--- src/alarm_pkg.sv ---
package alarm_pkg;
  // alarm register bit positions
  localparam int BIT_PWF = 0;
  localparam int BIT_STALL = 1;
  localparam int BIT_LOCK = 2;
  localparam int BIT_PARITY = 3;
  localparam int BIT_TEMP = 4;
  localparam int BIT_HDW = 5;
  localparam int BIT_IO = 6;
  localparam int BIT_PROGRAMMABLE_ALARM = 7;
  // command bits that clear a latched alarm
  localparam logic [7:0] CMD_CLEAR_MASK = 8'hCB;
  localparam int CMD_RESTART_BIT = 1;
  // relay drivers that are off while their alarm is active
  localparam logic [7:0] RELAY_INVERT_MASK = 8'h07;
  localparam logic [7:0] ALARM_RESET = 8'h00;
  // stall period limits and clock
  localparam int STALL_MIN_S = 1;
  localparam int STALL_MAX_S = 5;
  localparam int CLK_HZ = 10000000;
  localparam logic [25:0] STALL_MIN_CYC = 26'(STALL_MIN_S * CLK_HZ);
  localparam logic [25:0] STALL_MAX_CYC = 26'(STALL_MAX_S * CLK_HZ);

  // bus function strobes presented by the processor
  typedef struct packed {
    logic cmd;
    logic wdata;
    logic sense;
    logic rdata;
    logic ack;
  } bus_req_t;

  typedef struct packed {
    logic [7:0] alarm;
    logic [25:0] timer;
    logic expired;
    logic irq;
    logic [7:0] dout;
    logic dvalid;
    logic [7:0] lamp;
    logic [7:0] relay;
    logic ack_out;
  } alarm_state_t;
endpackage

--- src/system_alarm_monitor.sv ---
// Overview of operation
// - power failure or any system initialize sets the power-fail bit
// - stall timer expiry sets stall bit and the interrupt queue flop
// - core parity error input sets the parity bit
// - overtemperature sensor input sets the temperature bit
// - write data with bit 6 set sets the I/O alarm
// - write data with bit 7 set sets the programmable alarm
// - every alarm except lockout and bit 5 latches its own bit and lights its lamp; lockout follows stall disable
// - command with bit 1 set restarts the stall timer
// - stall period configurable between one and five seconds
// - interrupt acknowledge clears queue flop and stall bit, no restart
// - stall disable holds timer and queue flop reset, sets lockout bit
// - bit 5 is set while power, stall, lockout or parity bit is set
// - selects add temp, I/O, programmable to hardware lamp/relay only
// - command bits 0,1,3,6,7 clear their latched alarms
// - sense status and read data both return the alarm register
// - each alarm bit drives its own relay driver output
// - relays 0..2 off when alarm active, 3..7 on when active
`timescale 1ns/1ps
module system_alarm_monitor
  import alarm_pkg::*;
#(
  parameter logic [25:0] STALL_PERIOD = STALL_MIN_CYC
)(
  input wire logic clk,
  input wire logic nrst,
  input wire logic clk_en,
  input wire bus_req_t bus_req,
  input wire logic [7:0] bus_din,
  input wire logic power_fail,
  input wire logic sys_init,
  input wire logic parity_error,
  input wire logic over_temp,
  input wire logic stall_disable,
  input wire logic [2:0] hdw_select,
  output logic [7:0] bus_dout,
  output logic bus_dvalid,
  output logic int_request,
  output logic int_ack_done,
  output logic [7:0] lamp,
  output logic [7:0] relay
);
  logic [1:0] rst_sync_q;
  logic rst_n;
  alarm_state_t s_q, s_d;

  // reset release through two flops, assertion stays asynchronous
  always_ff @(posedge clk or negedge nrst)
  begin
    if (!nrst)
      rst_sync_q <= 2'b00;
    else
      rst_sync_q <= {rst_sync_q[0], 1'b1};
  end
  assign rst_n = rst_sync_q[1];

  function automatic logic [7:0] relay_of(input logic [7:0] a);
    relay_of = a ^ RELAY_INVERT_MASK;
  endfunction

  logic [7:0] clr;
  logic [7:0] set;
  logic restart;
  logic hit;
  logic [7:0] alarm_n;
  logic [7:0] show;

  always_comb
  begin
    s_d = s_q;
    clr = bus_req.cmd ? (bus_din & CMD_CLEAR_MASK) : 8'h00;
    restart = bus_req.cmd && bus_din[CMD_RESTART_BIT];
    hit = 1'b0;
    // stall timer: restart wins over counting; expiry is held
    if (stall_disable)
    begin
      s_d.timer = 26'h0;
      s_d.expired = 1'b0;
    end
    else if (restart)
    begin
      s_d.timer = 26'h0;
      s_d.expired = 1'b0;
    end
    else if (!s_q.expired)
    begin
      if (s_q.timer + 26'h1 >= STALL_PERIOD)
      begin
        s_d.expired = 1'b1;
        hit = 1'b1;
      end
      else
        s_d.timer = s_q.timer + 26'h1;
    end
    set = 8'h00;
    set[BIT_PWF] = power_fail | sys_init;
    set[BIT_STALL] = hit;
    set[BIT_PARITY] = parity_error;
    set[BIT_TEMP] = over_temp;
    set[BIT_IO] = bus_req.wdata && bus_din[BIT_IO];
    set[BIT_PROGRAMMABLE_ALARM] = bus_req.wdata && bus_din[BIT_PROGRAMMABLE_ALARM];
    // set wins over a same-cycle clear
    alarm_n = (s_q.alarm & ~clr) | set;
    if (bus_req.ack)
      alarm_n[BIT_STALL] = set[BIT_STALL];
    alarm_n[BIT_LOCK] = stall_disable;
    alarm_n[BIT_HDW] = alarm_n[BIT_PWF] | alarm_n[BIT_STALL]
                     | alarm_n[BIT_LOCK] | alarm_n[BIT_PARITY];
    s_d.alarm = alarm_n;
    if (stall_disable)
      s_d.irq = 1'b0;
    else if (hit)
      s_d.irq = 1'b1;
    else if (bus_req.ack)
      s_d.irq = 1'b0;
    s_d.ack_out = bus_req.ack && s_q.irq;
    s_d.dvalid = bus_req.sense | bus_req.rdata;
    s_d.dout = s_d.dvalid ? s_q.alarm : 8'h00;
    show = alarm_n;
    show[BIT_HDW] = alarm_n[BIT_HDW]
                  | (hdw_select[0] & alarm_n[BIT_TEMP])
                  | (hdw_select[1] & alarm_n[BIT_IO])
                  | (hdw_select[2] & alarm_n[BIT_PROGRAMMABLE_ALARM]);
    s_d.lamp = show;
    s_d.relay = relay_of(show);
  end

  always_ff @(posedge clk or negedge rst_n)
  begin
    if (!rst_n)
    begin
      s_q <= '0;
      s_q.alarm <= ALARM_RESET;
      s_q.relay <= RELAY_INVERT_MASK;
    end
    else if (clk_en)
      s_q <= s_d;
  end

  assign bus_dout = s_q.dout;
  assign bus_dvalid = s_q.dvalid;
  assign int_request = s_q.irq;
  assign int_ack_done = s_q.ack_out;
  assign lamp = s_q.lamp;
  assign relay = s_q.relay;

  // checks
  stall_set_a: assert property (@(posedge clk) disable iff (!rst_n)
    clk_en && hit && !stall_disable |=> s_q.alarm[BIT_STALL] && s_q.irq)
    else $error("stall expiry lost");
  pwf_set_a: assert property (@(posedge clk) disable iff (!rst_n)
    clk_en && sys_init |=> s_q.alarm[BIT_PWF])
    else $error("power fail bit not set");
  parity_set_a: assert property (@(posedge clk) disable iff (!rst_n)
    clk_en && parity_error |=> s_q.alarm[BIT_PARITY])
    else $error("parity bit not set");
  temp_set_a: assert property (@(posedge clk) disable iff (!rst_n)
    clk_en && over_temp |=> s_q.alarm[BIT_TEMP])
    else $error("temperature bit not set");
  io_write_a: assert property (@(posedge clk) disable iff (!rst_n)
    clk_en && bus_req.wdata && bus_din[6] |=> s_q.alarm[BIT_IO])
    else $error("io alarm not set");
  programmable_alarm_write_a: assert property (@(posedge clk) disable iff (!rst_n)
    clk_en && bus_req.wdata && bus_din[7] |=> s_q.alarm[BIT_PROGRAMMABLE_ALARM])
    else $error("programmable alarm not set");
  lockout_hold_a: assert property (@(posedge clk) disable iff (!rst_n)
    clk_en && stall_disable |=> !s_q.irq && s_q.alarm[BIT_LOCK]
      && s_q.timer == 26'h0)
    else $error("lockout not held");
  ack_clear_a: assert property (@(posedge clk) disable iff (!rst_n)
    clk_en && bus_req.ack && !hit |=> !s_q.irq && !s_q.alarm[BIT_STALL])
    else $error("acknowledge did not clear");
  restart_a: assert property (@(posedge clk) disable iff (!rst_n)
    clk_en && restart && !stall_disable |=> s_q.timer == 26'h0
      && !s_q.expired)
    else $error("restart ignored");
  hdw_bit_a: assert property (@(posedge clk) disable iff (!rst_n)
    s_q.alarm[BIT_HDW] == (s_q.alarm[0] | s_q.alarm[1] | s_q.alarm[2]
      | s_q.alarm[3]))
    else $error("hardware bit wrong");
  relay_pol_a: assert property (@(posedge clk) disable iff (!rst_n)
    clk_en |=> relay == (lamp ^ RELAY_INVERT_MASK))
    else $error("relay polarity wrong");
  read_back_a: assert property (@(posedge clk) disable iff (!rst_n)
    clk_en && (bus_req.sense || bus_req.rdata) |=> bus_dvalid
      && bus_dout == $past(s_q.alarm))
    else $error("status byte wrong");
  clear_cmd_a: assert property (@(posedge clk) disable iff (!rst_n)
    clk_en && bus_req.cmd && bus_din[3] && !parity_error
      |=> !s_q.alarm[BIT_PARITY])
    else $error("clear ignored");

  pwf_fail_a: assert property (@(posedge clk) disable iff (!rst_n)
    clk_en && power_fail
    |=> s_q.alarm[BIT_PWF])
    else $error("power fail input lost");
  pwf_hold_a: assert property (@(posedge clk) disable iff (!rst_n)
    clk_en && s_q.alarm[BIT_PWF] && !(bus_req.cmd && bus_din[BIT_PWF])
    |=> s_q.alarm[BIT_PWF])
    else $error("power fail bit dropped");
  parity_hold_a: assert property (@(posedge clk) disable iff (!rst_n)
    clk_en && s_q.alarm[BIT_PARITY] && !(bus_req.cmd && bus_din[BIT_PARITY])
    |=> s_q.alarm[BIT_PARITY])
    else $error("parity bit dropped");
  temp_hold_a: assert property (@(posedge clk) disable iff (!rst_n)
    clk_en && s_q.alarm[BIT_TEMP]
    |=> s_q.alarm[BIT_TEMP])
    else $error("temperature bit dropped");
  io_hold_a: assert property (@(posedge clk) disable iff (!rst_n)
    clk_en && s_q.alarm[BIT_IO] && !(bus_req.cmd && bus_din[BIT_IO])
    |=> s_q.alarm[BIT_IO])
    else $error("io alarm dropped");
  programmable_alarm_hold_a: assert property (@(posedge clk) disable iff (!rst_n)
    clk_en && s_q.alarm[BIT_PROGRAMMABLE_ALARM] && !(bus_req.cmd && bus_din[BIT_PROGRAMMABLE_ALARM])
    |=> s_q.alarm[BIT_PROGRAMMABLE_ALARM])
    else $error("programmable alarm dropped");
  io_clear_a: assert property (@(posedge clk) disable iff (!rst_n)
    clk_en && bus_req.cmd && bus_din[BIT_IO] && !bus_req.wdata
    |=> !s_q.alarm[BIT_IO])
    else $error("io clear ignored");
  programmable_alarm_clear_a: assert property (@(posedge clk) disable iff (!rst_n)
    clk_en && bus_req.cmd && bus_din[BIT_PROGRAMMABLE_ALARM] && !bus_req.wdata
    |=> !s_q.alarm[BIT_PROGRAMMABLE_ALARM])
    else $error("programmable clear ignored");
  pwf_clear_a: assert property (@(posedge clk) disable iff (!rst_n)
    clk_en && bus_req.cmd && bus_din[BIT_PWF] && !power_fail && !sys_init
    |=> !s_q.alarm[BIT_PWF])
    else $error("power fail clear ignored");
  stall_clear_a: assert property (@(posedge clk) disable iff (!rst_n)
    clk_en && bus_req.cmd && bus_din[BIT_STALL]
    |=> !s_q.alarm[BIT_STALL])
    else $error("stall clear ignored");
  lock_clear_a: assert property (@(posedge clk) disable iff (!rst_n)
    clk_en && !stall_disable
    |=> !s_q.alarm[BIT_LOCK])
    else $error("lockout bit stuck");
  lock_timer_a: assert property (@(posedge clk) disable iff (!rst_n)
    clk_en && stall_disable
    |=> !s_q.expired)
    else $error("timer ran in lockout");
  lamp_bits_a: assert property (@(posedge clk) disable iff (!rst_n)
    {lamp[7:6], lamp[4:0]}
      == {s_q.alarm[7:6], s_q.alarm[4:0]})
    else $error("lamp differs from alarm");
  lamp_hdw_a: assert property (@(posedge clk) disable iff (!rst_n)
    s_q.alarm[BIT_HDW]
    |-> lamp[BIT_HDW])
    else $error("hardware lamp dark");
  sel_off_a: assert property (@(posedge clk) disable iff (!rst_n)
    clk_en && hdw_select == 3'b000
    |=> lamp[BIT_HDW] == s_q.alarm[BIT_HDW])
    else $error("hardware lamp without select");
  dout_idle_a: assert property (@(posedge clk) disable iff (!rst_n)
    clk_en && !bus_req.sense && !bus_req.rdata
    |=> !bus_dvalid && bus_dout == 8'h00)
    else $error("data without request");
  ack_done_a: assert property (@(posedge clk) disable iff (!rst_n)
    clk_en && bus_req.ack && s_q.irq
    |=> int_ack_done)
    else $error("acknowledge not answered");
  ack_none_a: assert property (@(posedge clk) disable iff (!rst_n)
    clk_en && !bus_req.ack
    |=> !int_ack_done)
    else $error("answer without acknowledge");
  irq_hold_a: assert property (@(posedge clk) disable iff (!rst_n)
    clk_en && s_q.irq && !bus_req.ack && !stall_disable
    |=> s_q.irq)
    else $error("interrupt request dropped");
  irq_src_a: assert property (@(posedge clk) disable iff (!rst_n)
    clk_en && !s_q.irq && !hit
    |=> !s_q.irq)
    else $error("interrupt without expiry");
  ack_keep_a: assert property (@(posedge clk) disable iff (!rst_n)
    clk_en && bus_req.ack && s_q.expired && !restart && !stall_disable
    |=> s_q.expired)
    else $error("acknowledge restarted timer");
  expired_hold_a: assert property (@(posedge clk) disable iff (!rst_n)
    clk_en && s_q.expired && !restart && !stall_disable
    |=> s_q.expired)
    else $error("expiry not held");
  timer_count_a: assert property (@(posedge clk) disable iff (!rst_n)
    clk_en && !stall_disable && !restart && !s_q.expired && !hit
    |=> s_q.timer == $past(s_q.timer) + 26'h1)
    else $error("timer did not count");
  timer_bound_a: assert property (@(posedge clk) disable iff (!rst_n)
    s_q.timer
      < STALL_PERIOD)
    else $error("timer beyond period");
  freeze_a: assert property (@(posedge clk) disable iff (!rst_n)
    !clk_en
    |=> $stable(s_q))
    else $error("state moved while disabled");

  wr_cov: cover property (@(posedge clk) disable iff (!rst_n)
    bus_req.wdata && bus_din[BIT_PROGRAMMABLE_ALARM]);
  stall_cov: cover property (@(posedge clk) disable iff (!rst_n) hit);
  ack_cov: cover property (@(posedge clk) disable iff (!rst_n)
    s_q.irq && bus_req.ack);
  lock_cov: cover property (@(posedge clk) disable iff (!rst_n)
    stall_disable && s_q.irq);
  sel_cov: cover property (@(posedge clk) disable iff (!rst_n)
    hdw_select[0] && over_temp);
endmodule

--- config.mk ---
export PLATFORM = sky130hd
export DESIGN_NAME = system_alarm_monitor
export DESIGN_NICKNAME = d
export VERILOG_FILES = /design/src/alarm_pkg.sv /design/src/system_alarm_monitor.sv
export SDC_FILE = /design/constraint.sdc
export NUM_CORES = 1
export LEC_CHECK = 0
export ABC_AREA = 1
export BUFFER_PORTS_ARGS = -buffer_cell sky130_fd_sc_hd__buf_2
export CORE_MARGIN = 2
export CORE_UTILIZATION = 30
export DETAILED_ROUTE_END_ITERATION = 12
export PLACE_DENSITY = 0.54
export SYNTH_ARGS = -nofsm -noshare
export SYNTH_HDL_FRONTEND = slang
export SYNTH_SLANG_ARGS = --single-unit
--- constraint.sdc ---
create_clock -name clk -period 1.62 [get_ports clk]
set_input_delay 0.324 -clock clk [delete_from_list [all_inputs] [get_ports clk]]
set_output_delay 0.324 -clock clk [all_outputs]
set_load 0.01 [all_outputs]
# After elaboration in Yosys (flattened, before gate mapping)
# Cells that the tools add are included.
# Widths: inputs -> output; s select.
dict set report word_totals {
  regBits 64
  input_bits 24
  out_inout_bits 27
}
dict set report classes {
  add_sub_neg 1
  n_bitwise 15
  eq_ne 2
  reduce_logical 7
  n_lt_le_gt_ge 1
  muxes 14
}
# operator n
set op_table {}
lappend op_table {{$mux 27} 3}
lappend op_table {{$add 26x1->26 const B} 1}
lappend op_table {{$ge 26x24->1 const B} 1}
lappend op_table {{$mux 26} 1}
lappend op_table {{$mux 8} 2}
lappend op_table {{$and 8x8->8} 1}
lappend op_table {{$mux 1} 8}
lappend op_table {{$not 8->8} 1}
lappend op_table {{$or 1x1->1} 8}
lappend op_table {{$or 8x8->8} 1}
lappend op_table {{$logic_and 1x1->1} 4}
lappend op_table {{$and 1x1->1} 3}
lappend op_table {{$ne 3x2->1 const B} 1}
lappend op_table {{$ne 3x3->1 const B} 1}
lappend op_table {{$not 3->3} 1}
lappend op_table {{$reduce_and 3->1} 1}
lappend op_table {{$reduce_bool 3->1} 1}
lappend op_table {{$reduce_and 2->1} 1}

# Longest topological paths before layout
dict set report depth {
  word_depth 14
  ltp_mapped 18
}

# Worst setup path after synthesis
# Ideal clock, no wire load.
dict set report synth_timing {
  path_kind {register to register}
  startpoint {reg s_q[28] (netlist name)}
  endpoint {reg s_q[29] (netlist name)}
  stages_incl_launch_ff 16
  t_required_ps 1503
  slack_ps -480
  arrival_time_ps 1983
  setup_time_ps 117
  cell_sequence {dfrtp_1 -> ha_1 -> nand2_1 -> nor2_4 -> nand3_1 -> o21ai_1 -> nand2_1 -> nor2_1 -> nand2_1 -> nor2_2 -> nand3_1 -> nand4_2 -> nand2_4 -> buf_2 -> nand3b_1 -> nand2_1}
}
dict set report synth_between {
  elab_chain_cells 5
  word_cells_on_any_way 8
  classes_between {add/sub (1); order compare (1); eq/ne (1); mux (4); reduce/logical (1)}
}
# item line
set synth_lines {}
lappend synth_lines {{start: declaration} system_alarm_monitor.sv:45} ;# alarm_state_t s_q, s_d;
lappend synth_lines {{$add 26x1->26 *} {system_alarm_monitor.sv:87, system_alarm_monitor.sv:93}}
lappend synth_lines {{branches (longest 4 deep; another with $ge 26x24->1)} --}
# Mark *: on every way between the ends. The select of a mux whose other input is x is not followed.
# A chain may end at the register's enable or synchronous reset.

# Final worst setup path
dict set report layout_timing {
  startpoint {reg s_q[28] (netlist name)}
  endpoint {reg s_q[35] (netlist name)}
}
# Same word-level chain as after synthesis.

==> results.json <==
{
  "status": "finished with violations",
  "violations": "setup timing",
  "die-area_mm2": 0.0117,
  "drt-initial-drc-count": 149,
  "r2r_start": "s_q[28]$_DFFE_PN0P_",
  "ys_seq_elements": 52,
  "place_congestion": 0.864,
  "dp.final_hpwl_um": 6690,
  "grt_usage_pct": 16.2,
  "slowest_stage": "dfrtp_1",
  "cts_tree": "built",
  "max_stage_delay_ns": 0.37,
  "muxShareOfSynthArea_pct": 0,
  "vias": 3199,
  "syn_area_mm2": 0.00326,
  "synth_edf_count": 0,
  "path_clk_slew_ns": 0.10,
  "synthToLayoutAreaGrowth_pct": 30.1,
  "yosys.area_share.simple_pct": 37.2,
  "initial_core_util_pct": 30.4,
  "synth_cells": 471,
  "drc": 0,
  "synth.distinct_cells": 34,
  "synth-xor-area-share_pct": 1.88,
  "clockBufferDepth": 2,
  "yosysWarnings": 0,
  "postLayoutSetupSlackWorst_ns": -0.735,
  "postRouteAntennaNets": 0,
  "start_kind": "flop",
  "grt_max_degree": 37,
  "antenna_found_initial": 0,
  "setup_violations": 32,
  "synth-main-ff-cell": "dfrtp_1",
  "root_buffer": "clkbuf_8",
  "crit_arrival_ns": 2.57,
  "rows": 38,
  "core_mm2": 0.0107,
  "numCtsBuffers": 5,
  "syn_nets": 496,
  "synth_top_family_by_area": "simple AND/OR/NAND/NOR gates",
  "cts_max_level": 2,
  "async_flop_share_pct": 100,
  "io_pins": 51,
  "p_leak_uw": 0.00211,
  "synth.avg_cell_area_um2": 6.91,
  "max_freq_mhz": 425,
  "utilization_pct": 39.6,
  "slew_violations": 0,
  "drtPass1Iterations": 4,
  "hold_ws_ns": 0.196,
  "maxCapViolCount": 0,
  "ys_seq_area_share_pct": 40.1,
  "synth-compound-area-share_pct": 7.42,
  "crit_buf_inv": 1,
  "setup-tns-final_ns": -22.09,
  "endpoint_kind": "flop",
  "cts.sinks": 52,
  "die_h_um": 108,
  "hold_class": "flop to asynchronous set/reset pin",
  "diodes": 0,
  "crit_path_cell_trace": "ha_2 > nand2_2 > nor2_4 > nand2_4 > nor2_4 > nand2_1 > nand2_2 > nand2_2 > nor2_2 > o21ai_2 > nor2_2 > nand4_2 > nand2_4 > nand2_8 > clkbuf_16 > nand2_1 > nand2_1",
  "worst_slew_pin_slew_ns": 0.675,
  "clk_latency_ns": 0.31,
  "critPathTopFamily": "simple AND/OR/NAND/NOR gates",
  "crit_fanout": 7,
  "slew_headroom_pct": 54.7,
  "power_density_mw_per_mm2": 608,
  "rsz0062_at_grt": "yes",
  "crit_start": "s_q[28]$_DFFE_PN0P_",
  "grt_pass1_vias": 3199,
  "period_minus_slack_ns": 2.36,
  "min_period_over_period_pct": 145,
  "drive_above_1_share_pct": 30.1,
  "crit_type": "flop to flop",
  "drt-vias-per-instance": 4.52,
  "io_buffers": 47,
  "hold_viol_final": 0,
  "place_area_mm2": 0.00398,
  "required_ns": 1.83,
  "max-vdd-ir-drop_v": 0.000345,
  "fp.dieW_um": 108,
  "drt_wl_total_um": 8920,
  "grt_pass1_wl_um": 15100,
  "finalClockSkew_ns": 0.00739,
  "synthAdderAreaFrac_pct": 0.384,
  "detail_route.wl_per_cell_um": 12.6,
  "grt.overflow.total": 0,
  "fin_area_mm2": 0.00424,
  "final_nets": 592
}
cells by family after synthesis:
| kind of cell | count (synthesis) |
|---|---|
| AOI/OAI and AO/OA | 47 |
| xor gates and xnor gates | 7 |
| adders and majority gates | 1 |
| buffers and inverters | 83 |
| DFF | 52 |
| other | 1 |
| and+or+nand+nor | 280 |
final timing paths:
| path | to | slack [ns] | depth (start not counted) |
|---|---|---|---|
| worst min-delay path | s_q[33]$_DFFE_PN0P_ | 0.20 | 0 |
| max in group asynchronous | relay[2]$_DFFE_PN1P_ | 0.83 | 1 |
| min in group clk | int_ack_done$_DFFE_PN0P_ | 0.28 | 3 |
| worst max register to register | s_q[35]$_DFFE_PN0P_ | -0.74 | 17 |
| worst min register to register | s_q[33]$_DFFE_PN0P_ | 0.20 | 0 |
| worst max-delay path | s_q[35]$_DFFE_PN0P_ | -0.74 | 17 |
where the power goes:
| group | total (µW) | switching [µW] | leakage, µW | internal [µW] |
|---|---|---|---|---|
| Combinational | 404 | 238 | 0.00141 | 166 |
| Clock | 768 | 459 | 0.0000414 | 309 |
| Sequential | 1410 | 45.1 | 0.000666 | 1360 |
worst register-to-register path: stages (launching register included):
cell,delay [ns]
dfrtp_1,0.37
ha_2,0.20
nand2_2,0.07
nor2_4,0.20
nand2_4,0.11
nor2_4,0.14
nand2_1,0.08
nand2_2,0.08
nand2_2,0.07
nor2_2,0.11
o21ai_2,0.06
nor2_2,0.13
nand4_2,0.14
nand2_4,0.12
nand2_8,0.08
clkbuf_16,0.18
nand2_1,0.05
nand2_1,0.05
per-stage QoR:
step	total power [µW]	setup slack (ns)	cells
after floorplan	1700	-0.479	471
after global placement	1810	-0.703	690
after detailed placement	1820	-0.751	690
after CTS	2610	-0.724	703
after global routing	2730	-0.923	708
final	2580	-0.735	708
cell usage after synthesis, types with 5 or more instances:
cell type / n / area (µm²)
o21ai_0: 25 / 125
dfrtp_1: 49 / 1230
nand2_1: 159 / 597
clkbuf_1: 6 / 22.5
nor2_1: 55 / 206
inv_1: 44 / 165
a21oi_1: 12 / 60.1
o21ai_1: 8 / 40.0
nand3b_1: 7 / 52.6
nand3_1: 33 / 165
xnor2_1: 5 / 43.8
buf_4: 24 / 180
nor2_2: 7 / 43.8
final cells by class:
type	instances	area, µm²
clock buffer	6	72.6
clock inverter	2	16.3
fill	1137	6460
inverter	49	184
multi-input combinational	336	1610
sequential	52	1310
tap	140	175
timing repair buffer	123	867
layer usage:
layer	track usage, %	up-vias	share of wire [%]
met1	21.3	1495	47
met4	4.12	0	1.1
met3	2.41	8	3.8
met2	28.0	58	48
met5	0	-	0
li1	-	1638	-
flip-flops by register name (all words and copies together) (netlist names):
| name | flops |
|---|---|
| lamp | 1 |
| int_ack_done | 1 |
| relay | 3 |
| int_request | 1 |
| bus_dout | 8 |
| s_q | 35 |
| rst_sync_q | 2 |
| bus_dvalid | 1 |
cells in the final DEF (no fill, tap or decap), types with 5 or more instances in the layout:
cell type,instances
xnor2_1,5
o21ai_1,8
dfrtp_1,47
nand2_2,5
clkbuf_8,5
nor2_4,5
buf_4,70
o21ai_0,22
nand3_1,31
buf_2,47
nor2_1,49
inv_1,44
nand2_1,155
nor2_2,10
nand3b_1,7
a21oi_1,12
repair_timing:
item / CTS / global route
setup endpoints to repair: 32 / 32
hold buffers: 1 / 0
resized for setup: 7 / 13
cloned: 0 / 1
pin swaps: 1 / 3
buffers inserted: 4 / 4
endpoints found under the hold margin: 2 / 0
(Power assumes the default switching activity.)
